`src/hw/indirect_window_pkg.sv`:
```
// Package: register numbers, widths, reset values and timing for the indirect window
package indirect_window_pkg;
   localparam int unsigned            DATA_W            = 32;
   localparam int unsigned            NUM_W             = 14;
   localparam logic [NUM_W-1:0]       REG_INDEX         = 14'h0007;
   localparam logic [NUM_W-1:0]       REG_VALUE         = 14'h0008;
   localparam logic [NUM_W-1:0]       REG_DIRECT_LAST   = 14'h0006;
   localparam logic [NUM_W-1:0]       REG_DIRECT_NINE   = 14'h0009;
   localparam logic [NUM_W-1:0]       REG_FILTER_ENABLE = 14'h0106;
   localparam logic [NUM_W-1:0]       REG_FILTER_INTVL  = 14'h0107;
   localparam logic [NUM_W-1:0]       REG_NUM_MAX       = 14'h270F;
   localparam logic [DATA_W-1:0]      INDEX_RESET       = 32'h0000_0009;
   localparam logic [DATA_W-1:0]      FILTER_INTVL_RST  = 32'h0000_0010;
   localparam logic [DATA_W-1:0]      FILTER_EN_RESET   = 32'h0000_0000;
   localparam int unsigned            NUM_INPUTS        = 16;
   localparam int unsigned            CLOCK_MHZ         = 100;
   localparam int unsigned            MS_CYCLES         = CLOCK_MHZ * 1000;
   localparam int unsigned            GEN_REGS          = 8;
endpackage : indirect_window_pkg

```
`src/hw/indirect_register_window.sv`:
```
// Module: register window with direct numbers and an index/value pair for indirect access
`timescale 1ns/1ns

//////////////////////////////////////////////////////////////////////////////////////////////////
module indirect_register_window
   import indirect_window_pkg::*;
#(
   parameter int unsigned N_IN = NUM_INPUTS
) (
   input  wire logic                   clock,
   input  wire logic                   rst_n,
   input  wire logic                   reg_wr,
   input  wire logic                   reg_rd,
   input  wire logic [NUM_W-1:0]       reg_num,
   input  wire logic [DATA_W-1:0]      reg_wdata,
   output logic      [DATA_W-1:0]      reg_rdata,
   output logic                        reg_rvalid,
   output logic                        reg_err,
   input  wire logic [N_IN-1:0]        inputs_raw,
   output logic      [N_IN-1:0]        inputs_filtered,
   output logic      [DATA_W-1:0]      filter_enable_reg,
   output logic      [DATA_W-1:0]      filter_interval_reg
);
   import indirect_window_pkg::*;

   ////////////////////////////////////////////////////////////////////////////////////////////
   // Target decode shared by direct and indirect paths
   // Numbers 7 and 8 are the window itself; 8 never decodes to a target, so a
   // window aimed at itself is refused instead of looping back on the value port
   typedef enum {T_NONE, T_GEN, T_INDEX, T_FEN, T_FINT} target_e;

   // General register numbers: the low direct block plus number 9
   function automatic logic is_general(input logic [NUM_W-1:0] n);
      return n <= REG_DIRECT_LAST || n == REG_DIRECT_NINE;
   endfunction : is_general

   // Target of a register number; anything unlisted answers as nothing
   function automatic target_e decode(input logic [NUM_W-1:0] n);
      target_e t;
      t = T_NONE;
      if (is_general(n)) begin
         t = T_GEN;
      end else if (n == REG_INDEX) begin
         t = T_INDEX;
      end else if (n == REG_FILTER_ENABLE) begin
         t = T_FEN;
      end else if (n == REG_FILTER_INTVL) begin
         t = T_FINT;
      end
      return t;
   endfunction : decode

   // Slot of a general register: 0..6 map to themselves, 9 to slot 7
   // Eight words cover the whole direct block, so no slot is wasted
   function automatic logic [2:0] slot(input logic [NUM_W-1:0] n);
      return (n == REG_DIRECT_NINE) ? 3'h7 : n[2:0];
   endfunction : slot

   // Storage behind the register numbers
   logic [DATA_W-1:0]  index_q;
   logic [DATA_W-1:0]  gen_q [GEN_REGS];

   // Steering of the access in flight
   logic [NUM_W-1:0]   index_num;
   logic               direct_ok;
   logic               via_value;
   logic [NUM_W-1:0]   eff_num;
   target_e            eff_t;
   logic               acc_ok;

   // Per-target write strobes and the shared filter limit
   logic               wr_index;
   logic               wr_gen;
   logic               wr_fen;
   logic               wr_fint;
   logic [DATA_W+16:0] filt_limit;

   ////////////////////////////////////////////////////////////////////////////////////////////
   // Access steering
   // direct number check
   assign direct_ok = is_general(reg_num) || reg_num == REG_INDEX || reg_num == REG_VALUE;
   // The value register redirects the access to the indexed number
   assign via_value = reg_num == REG_VALUE;
   // Index cut to the number width; the range check keeps its upper bits zero
   assign index_num = index_q[NUM_W-1:0];
   assign eff_num   = via_value ? index_num : reg_num;
   // One decode serves both paths; direct and window answers differ only at 8 and where direct_ok refuses a number
   assign eff_t     = decode(eff_num);
   // Unknown targets through the window read zero and drop writes, flagged as error
   assign acc_ok    = direct_ok && (!via_value || eff_t != T_NONE);

   // Write strobes per target; a refused access reaches none of them
   assign wr_index  = reg_wr && acc_ok && eff_t == T_INDEX;
   assign wr_gen    = reg_wr && acc_ok && eff_t == T_GEN;
   assign wr_fen    = reg_wr && acc_ok && eff_t == T_FEN;
   assign wr_fint   = reg_wr && acc_ok && eff_t == T_FINT;

   ////////////////////////////////////////////////////////////////////////////////////////////
   // Index register
   // Shared by every host source; the pair carries no owner, so two sources
   // interleaving index and value accesses would hit each other's targets
   always_ff @(posedge clock or negedge rst_n) begin
      if (!rst_n) begin
         index_q <= INDEX_RESET;
      end else if (wr_index) begin
         // out of range ignored, keeps old target rather than wrapping
         if (reg_wdata <= DATA_W'(REG_NUM_MAX)) begin
            index_q <= reg_wdata;
         end
      end
   end

   // General module registers, directly or indirectly reachable
   // Plain storage with no side effects on read
   always_ff @(posedge clock or negedge rst_n) begin
      if (!rst_n) begin
         for (int i = 0; i < GEN_REGS; i++) begin
            gen_q[i] <= '0;
         end
      end else if (wr_gen) begin
         gen_q[slot(eff_num)] <= reg_wdata;
      end
   end

   // Filter enable and interval, only reachable through the window
   // A direct access to 262 or 263 is refused, so only the window changes them
   always_ff @(posedge clock or negedge rst_n) begin
      if (!rst_n) begin
         // Filters start off, the interval at 16 ms
         filter_enable_reg   <= FILTER_EN_RESET;
         filter_interval_reg <= FILTER_INTVL_RST;
      end else begin
         if (wr_fen) begin
            filter_enable_reg <= reg_wdata;
         end
         if (wr_fint) begin
            filter_interval_reg <= reg_wdata;
         end
      end
   end

   ////////////////////////////////////////////////////////////////////////////////////////////
   // Read answer, one cycle after the strobe
   // Registered, so a host never samples data in the cycle of its own strobe
   // Refused reads answer zero rather than a stale word, with the error pulse
   always_ff @(posedge clock or negedge rst_n) begin
      if (!rst_n) begin
         reg_rdata  <= '0;
         reg_rvalid <= 1'b0;
         reg_err    <= 1'b0;
      end else begin
         // Every read is answered, refused or not, so the host can count answers
         reg_rvalid <= reg_rd;
         // Error pulse for refused reads and writes alike
         reg_err    <= (reg_rd || reg_wr) && !acc_ok;
         if (reg_rd) begin
            case (eff_t)
               T_GEN:   reg_rdata <= gen_q[slot(eff_num)];
               T_INDEX: reg_rdata <= index_q;
               T_FEN:   reg_rdata <= filter_enable_reg;
               T_FINT:  reg_rdata <= filter_interval_reg;
               default: reg_rdata <= '0;
            endcase
            // A refused read overrides whatever the decode picked
            if (!acc_ok) begin
               reg_rdata <= '0;
            end
         end
      end
   end

   ////////////////////////////////////////////////////////////////////////////////////////////
   // Digital filter per input: output follows only after input is stable for the interval
   // Interval in cycles, shared by all inputs and wide enough for the largest interval word
   // Limitation: an interval of zero lets a filtered input follow after a single cycle
   assign filt_limit = (DATA_W+17)'(filter_interval_reg) * (DATA_W+17)'(MS_CYCLES);

   // Each input counts on its own; a bounce back restarts its count
   genvar g;
   for (g = 0; g < N_IN; g++) begin : g_filt
      // Counter as wide as the limit, so it never wraps before the interval ends
      logic [DATA_W+16:0] cnt_q;
      always_ff @(posedge clock or negedge rst_n) begin
         if (!rst_n) begin
            cnt_q              <= '0;
            inputs_filtered[g] <= 1'b0;
         end else if (!filter_enable_reg[g]) begin
            cnt_q              <= '0;
            inputs_filtered[g] <= inputs_raw[g];
         // Input back at the held level: the bounce is over
         end else if (inputs_raw[g] == inputs_filtered[g]) begin
            cnt_q <= '0;
         end else if (cnt_q + 1'b1 >= filt_limit) begin
            cnt_q              <= '0;
            inputs_filtered[g] <= inputs_raw[g];
         // Still differing: keep counting
         end else begin
            cnt_q <= cnt_q + 1'b1;
         end
      end
   end

endmodule : indirect_register_window

```
`config.mk`:
```
export PLATFORM = sky130hd
export DESIGN_NAME = indirect_register_window
export DESIGN_NICKNAME = d
export VERILOG_FILES = /design/src/hw/indirect_window_pkg.sv /design/src/hw/indirect_register_window.sv
export SDC_FILE = /design/constraint.sdc
export NUM_CORES = 2
export LEC_CHECK = 0
export BUFFER_PORTS_ARGS = -buffer_cell sky130_fd_sc_hd__buf_2
export CAP_MARGIN = 25
export CORE_MARGIN = 2
export CORE_UTILIZATION = 49
export DETAILED_ROUTE_END_ITERATION = 12
export PLACE_DENSITY = 0.75
export SLEW_MARGIN = 20
export SYNTH_ARGS = -nofsm -noshare
export SYNTH_HDL_FRONTEND = slang
export SYNTH_SLANG_ARGS = --single-unit
```
`constraint.sdc`:
```
create_clock -name clock -period 22.1 [get_ports clock]
set_clock_uncertainty 0.1 [all_clocks]
set_input_delay 2.21 -clock clock [delete_from_list [all_inputs] [get_ports clock]]
set_output_delay 2.21 -clock clock [all_outputs]
set_load 0.03 [all_outputs]
```
Yosys cells after proc, flatten, opt, wreduce, memory -nomap -nowiden
Index checks and enable logic that the tools add are counted.
{ "word_totals": {"register_bits": 1186, "inputBits": 66, "out_inout_bits": 114, "wordCells": 292} }
{ "op_classes": {"addsub": 16, "mul": 1, "n_lt_le_gt_ge": 21, "eq_ne": 63, "mux": 110, "bitwise": 1, "n_reduce_logical": 34} }
{ "op_table": {"columns": ["cell", "count"], "rows": [
  ["49-bit two-way mux", 48],
  ["49-bit by 1-bit adder with 49-bit output (second input constant)", 16],
  ["49-bit >= comparator", 16],
  ["256-bit bitwise mux", 1],
  ["32-bit two-way mux", 7],
  ["32-bit case mux with 4 select lines", 1],
  ["32-bit binary-select mux with 3-bit select", 1],
  ["32-bit demux with 3-bit select", 1],
  ["32-bit by 2-bit == test with 1-bit output (second input constant)", 3],
  ["32-bit by 3-bit == test with 1-bit output (second input constant)", 3],
  ["1-bit two-way mux", 48],
  ["32-bit by 12-bit multiplier with 44-bit output (second input constant)", 1],
  ["14-bit by 4-bit == test with 1-bit output (second input constant)", 3],
  ["2-bit AND reduction", 17],
  ["32-bit by 1-bit == test with 1-bit output (second input constant)", 1],
  ["32-bit by 4-bit == test with 1-bit output (second input constant)", 1],
  ["32-bit by 14-bit <= comparator with 1-bit output (second input constant)", 1],
  ["2-bit by 1-bit inequality test with 1-bit output (second input constant)", 16],
  ["2-bit inequality test (second input constant)", 16],
  ["32-bit nonzero test", 1],
  ["14-bit by 3-bit == test with 1-bit output (second input constant)", 2],
  ["14-bit by 9-bit == test with 1-bit output (second input constant)", 2],
  ["14-bit by 3-bit <= comparator with 1-bit output (second input constant)", 2],
  ["1-bit == test", 16],
  ["other kinds (8)", 22]
]} }

Longest topological paths before layout
{ "depth": {"word_depth": 13, "mapped_depth": 35, "ltp_nobuf": 32} }

Worst setup path before layout
Ideal clock, no wire load.
{ "synth_timing": {"path_kind": "register -> register", "start": "register filter_interval_reg[7]", "end": "register g_filt[4].cnt_q[44]", "setup_ns": 0.131, "t_arrival_ns": 8.231, "required_ns": 21.869, "slack_ns": 13.638, "stages_incl_launch_ff": 33, "n_path_buf": 2, "period_less_slack_ns": 8.462, "cell_sequence": "dfrtp_1 > ha_1 > ha_1 > xor2_1 > ha_1 > a21o_1 > fa_1 > inv_1 > fa_1 > inv_1 > ha_1 > nand2_1 > or4_4 > or3_1 > nand2_1 > a21o_1 > a21oi_1 > xor2_1 > ha_1 > nand4_1 > or4bb_1 > o41ai_1 > a21oi_1 > a31oi_1 > o21ai_0 > a2111oi_0 > a311oi_1 > o211a_1 > o211ai_1 > nand2b_1 > buf_2 > buf_2 > nor2_1"} }
{ "synth_via": {"elab_chain_cells": 5} }
{ "synth_lines": {"columns": ["element", "line_no", "text"], "rows": [
  ["start, declared", "indirect_register_window.sv:22", "output logic [DATA_W-1:0] filter_interval_reg"],
  ["start signal, assigned", "indirect_register_window.sv:137", "filter_interval_reg <= reg_wdata;"],
  ["32-bit by 12-bit multiplier with 44-bit output", "indirect_register_window.sv:176", "assign filt_limit = (DATA_W+17)'(filter_interval_reg) * (DATA_W+17)'(MS_CYCLES);"],
  ["49-bit >= comparator", "indirect_register_window.sv:193", "end else if (cnt_q + 1'b1 >= filt_limit) begin"],
  ["49-bit two-way mux", "indirect_register_window.sv:193", null],
  ["49-bit two-way mux", "indirect_register_window.sv:191", "end else if (inputs_raw[g] == inputs_filtered[g]) begin"],
  ["49-bit two-way mux", "indirect_register_window.sv:187", "end else if (!filter_enable_reg[g]) begin"],
  ["end signal, assigned", "indirect_register_window.sv:198", "cnt_q <= cnt_q + 1'b1;"],
  ["end, declared", "indirect_register_window.sv:182", "logic [DATA_W+16:0] cnt_q;"]
]} }
Every way passes these cells.
A chain may end at the register's enable or synchronous reset.

Worst setup path in the final report
{ "layout_timing": {"start": "register filter_interval_reg[2]", "end": "register g_filt[4].cnt_q[44]"} }
Same word-level chain as after synthesis.

==> impl_summary.log <==
[metrics] average detailed-routed wire length per instance: 21.8 um
[metrics] shortest clock period the worst path allows after layout: 9.81 ns
[metrics] max-capacitance violation count: 0
[metrics] final-report hold violation count: 0
[metrics] overall die height: 407 um
[metrics] top cell family by delay on the critical path: compound AO/OA/AOI/OAI gates
[metrics] synth warn: 0
[metrics] area share of the largest cell type after synthesis: 37.2%
[metrics] latest clock arrival within the worst-skew pair: 0.81 ns
[metrics] crit path kind: flip-flop to flip-flop
[metrics] weighted congestion at the end of routability-driven global placement: 0.935
[metrics] post-synthesis average cell area: 9.74 sq um
[metrics] clock network fraction of total power: 50.3%
[metrics] element type at the critical path end: flip-flop
[metrics] overall global routing resource usage: 27.6%
[metrics] initial core utilization: 49.5%
[metrics] row count: 147
[metrics] part of the power in registers: 47.0%
[metrics] CTS root buf: sky130_fd_sc_hd__clkbuf_16
[metrics] Cell Area, Synth: 79600 sq um
[metrics] maximum number of pins on one net before global-route repair: 152
[metrics] CTS buffer count: 136
[metrics] overall die area: 166000 sq um
[metrics] number of detailed-route iterations in the first pass: 8
[metrics] hold bufs inserted after CTS: 0
[metrics] Static Leakage: 42.4 nW
[metrics] synthesis-to-finish area growth: 10.8%
[metrics] count of buffers from port buffering: 179
[metrics] largest area contributor in the synthesized netlist: sky130_fd_sc_hd__dfrtp_1
[metrics] setup TNS after final layout: 0 ns
[metrics] Hold/Removal Path Class: flip-flop to flip-flop
[metrics] buffers from clock root to sink, at most: 3
[metrics] most common flop cell mapped by yosys: sky130_fd_sc_hd__dfrtp_1
[metrics] Avg Vias per Cell: 6.01
[metrics] Largest regs: g_filt.cnt_q x784, gen_q x256
[metrics] most common library cell in the layout ignoring fill and taps: sky130_fd_sc_hd__dfrtp_1
[metrics] power per cell area: 52.5 nW/um^2
[metrics] share of total power consumed by net switching: 23.9%
[metrics] most used cell, CP: sky130_fd_sc_hd__ha_1
[metrics] flip-flop count of the largest register after layout: 784
[metrics] unrepaired setup endpoints after global routing: false
[metrics] Clock Sink Count: 1186
[metrics] flop and latch count out of synthesis: 1186
[metrics] worst supply voltage drop on vdd: 0.0781 mV
[metrics] total net switching power: 1.10 mW
[metrics] Max-slew headroom: 23.4%
[metrics] die width: 407 um
[metrics] combinational fraction of design power: 2.7%
[metrics] Ports: 180
[metrics] cell-internal power: 3.53 mW
[metrics] number of buffers inserted to repair setup after CTS: 0
[metrics] register containing the most flip-flops in the final layout: g_filt.cnt_q
[metrics] remaining routing DRC violations: 0
[metrics] number of enable-type register cells in the synthesized netlist: 0
[metrics] transition time at the pin with the least slew margin: 1.15 ns
[metrics] net count after synthesis: 9106
[metrics] part of the Yosys area used for sequential elements: 37.3%
[metrics] Core Box Area: 161000 sq um
[metrics] H-Tree Depth: 4
[metrics] biggest fanout along the worst timing path: 49
[metrics] f_max: 102 MHz
[metrics] via count of the first global-routing pass: 63518
[metrics] overflow left after global routing: 0
[metrics] top cells by area, synth: sky130_fd_sc_hd__dfrtp_1, sky130_fd_sc_hd__ha_1, sky130_fd_sc_hd__xnor2_1, sky130_fd_sc_hd__mux2_2, sky130_fd_sc_hd__xor2_1
[metrics] sort of element at the start of the critical path: flip-flop
[metrics] run status: complete, no violations
[metrics] Slew Viols, Final: 0
[metrics] synth unique cells: 97
[metrics] fraction of synthesis flops using an asynchronous set or reset pin: 100%
[metrics] global-route wire length before repair: 359 mm
[metrics] detailed-placement wirelength estimate: 158 mm
[metrics] final count of negative-setup-slack endpoints: 0
[metrics] highest-count cells in the layout ignoring fill and taps: sky130_fd_sc_hd__dfrtp_1, sky130_fd_sc_hd__ha_1, sky130_fd_sc_hd__nor2_1
[metrics] crit path max-delay cell type: sky130_fd_sc_hd__nand2b_2
[metrics] CTS tree: done
[metrics] post-layout net count: 9244
[metrics] count of cells resized by post-cts repair: 0
[metrics] clock transition time at the flip-flop clock pins of the worst setup and hold paths: 0.06 ns
[metrics] count of mapped cells out of synthesis: 8174
[metrics] fraction of layout instances using a drive strength above 1: 11.7%
[metrics] iteration-0 DRC count of the detailed router: 5177
[metrics] Worst Path Required: 22.59 ns
[metrics] number of antenna violations at the first check in global routing: 16
[metrics] longest individual stage delay on the worst path: 0.84 ns
[metrics] DR vias: 63620
[metrics] Worst EP arrival: 10.30 ns
[metrics] Detail Route Antenna Nets: 0
[metrics] Worst Path Buf+Inv: 3
[metrics] Total Wirelength: 230 mm
[metrics] final standard cell utilization of the core: 54.8%
[metrics] Tcrit/Tclk final: 44.4%
[final timing paths]
| path | cells past startpoint | slack, ns | start | to |
|---|---|---|---|---|
| max in group asynchronous | 5 | 16.36 | rst_n | filter_interval_reg[0] |
| worst min-delay path | 1 | 0.36 | g_filt[2].cnt_q[0] | g_filt[2].cnt_q[0] |
| worst max register to register | 31 | 12.29 | filter_interval_reg[2] | g_filt[4].cnt_q[44] |
| min in group asynchronous | 1 | 1.30 | rst_n | g_filt[11].cnt_q[11] |
| worst max-delay path | 31 | 12.29 | filter_interval_reg[2] | g_filt[4].cnt_q[44] |
| worst min register to register | 1 | 0.36 | g_filt[2].cnt_q[0] | g_filt[2].cnt_q[0] |
[area by class of cell]
cell class / count / area, sq um
Multi-Input combinational cell: 6325 / 47800
Tap cell: 2160 / 2700
Clock inverter: 53 / 757
Clock buffer: 190 / 3910
Inverter: 361 / 1360
Antenna cell: 4 / 10.0
Fill cell: 13781 / 72800
Sequential cell: 1186 / 29700
Timing Repair Buffer: 302 / 1930
[routing by layer]
metal / GRT usage [%] / wire, um / vias to the layer above
met5: 0 / 92 / -
met4: 12.8 / 11700 / 16
met3: 5.66 / 18200 / 623
met2: 43.9 / 105000 / 2254
met1: 36.2 / 95700 / 31550
li1: - / - / 29177
[Yosys cell counts (12+ instances only)]
master,n
sky130_fd_sc_hd__a2111oi_0,15
sky130_fd_sc_hd__a211oi_1,49
sky130_fd_sc_hd__a21o_1,116
sky130_fd_sc_hd__a21oi_1,227
sky130_fd_sc_hd__a221oi_1,17
sky130_fd_sc_hd__a31oi_1,88
sky130_fd_sc_hd__and2_1,85
sky130_fd_sc_hd__and3_1,261
sky130_fd_sc_hd__and4_1,90
sky130_fd_sc_hd__buf_1,32
sky130_fd_sc_hd__buf_2,45
sky130_fd_sc_hd__clkbuf_1,207
sky130_fd_sc_hd__dfrtp_1,1183
sky130_fd_sc_hd__fa_1,88
sky130_fd_sc_hd__ha_1,778
sky130_fd_sc_hd__inv_1,361
sky130_fd_sc_hd__maj3_1,51
sky130_fd_sc_hd__mux2_2,347
sky130_fd_sc_hd__mux2i_1,32
sky130_fd_sc_hd__nand2_1,559
sky130_fd_sc_hd__nand2b_1,30
sky130_fd_sc_hd__nand3_1,344
sky130_fd_sc_hd__nand4_1,292
sky130_fd_sc_hd__nor2_1,610
sky130_fd_sc_hd__nor2b_1,408
sky130_fd_sc_hd__nor3_1,120
sky130_fd_sc_hd__nor3b_1,41
sky130_fd_sc_hd__nor4_1,68
sky130_fd_sc_hd__o211ai_1,29
sky130_fd_sc_hd__o21a_1,28
sky130_fd_sc_hd__o21ai_0,233
sky130_fd_sc_hd__o21bai_1,12
sky130_fd_sc_hd__o22ai_1,100
sky130_fd_sc_hd__o31ai_1,23
sky130_fd_sc_hd__or2_2,25
sky130_fd_sc_hd__or3_1,30
sky130_fd_sc_hd__or4_1,13
sky130_fd_sc_hd__xnor2_1,558
sky130_fd_sc_hd__xor2_1,373
[power by group through the flow]
stage               logic [mW]  clock network, mW  registers [mW]
floorplan               0.0416                  0            2.22
global placement         0.121                  0            2.21
detailed placement       0.123                  0            2.21
CTS                      0.123               2.36            2.18
global route             0.137               2.46            2.17
finish                   0.124               2.33            2.18
[cells by family after synthesis]
| kind of cell | count (synthesis) | synth area share, % |
|---|---|---|
| AOI/OAI and AO/OA | 1074 | 8.70 |
| buffers and inverters | 663 | 3.26 |
| xor gates and xnor gates | 942 | 10.5 |
| and+or+nand+nor | 3008 | 19.7 |
| adders and majority gates | 921 | 15.1 |
| muxes | 380 | 5.33 |
| DFF | 1186 | 37.3 |
[through the flow]
stage / hold slack, ns / worst slack (ns) / instances / instance area (sq um) / power [mW]
floorplan: 0.324 / 13.64 / 8174 / 79600 / 2.26
global placement: 0.337 / 12.77 / 10326 / 83300 / 2.34
detailed placement: 0.348 / 12.46 / 10327 / 83400 / 2.34
CTS: 0.357 / 12.39 / 10570 / 88000 / 4.66
global route: 0.368 / 11.79 / 10579 / 88200 / 4.77
finish: 0.356 / 12.29 / 10581 / 88200 / 4.63
(Power assumes the default switching activity.)
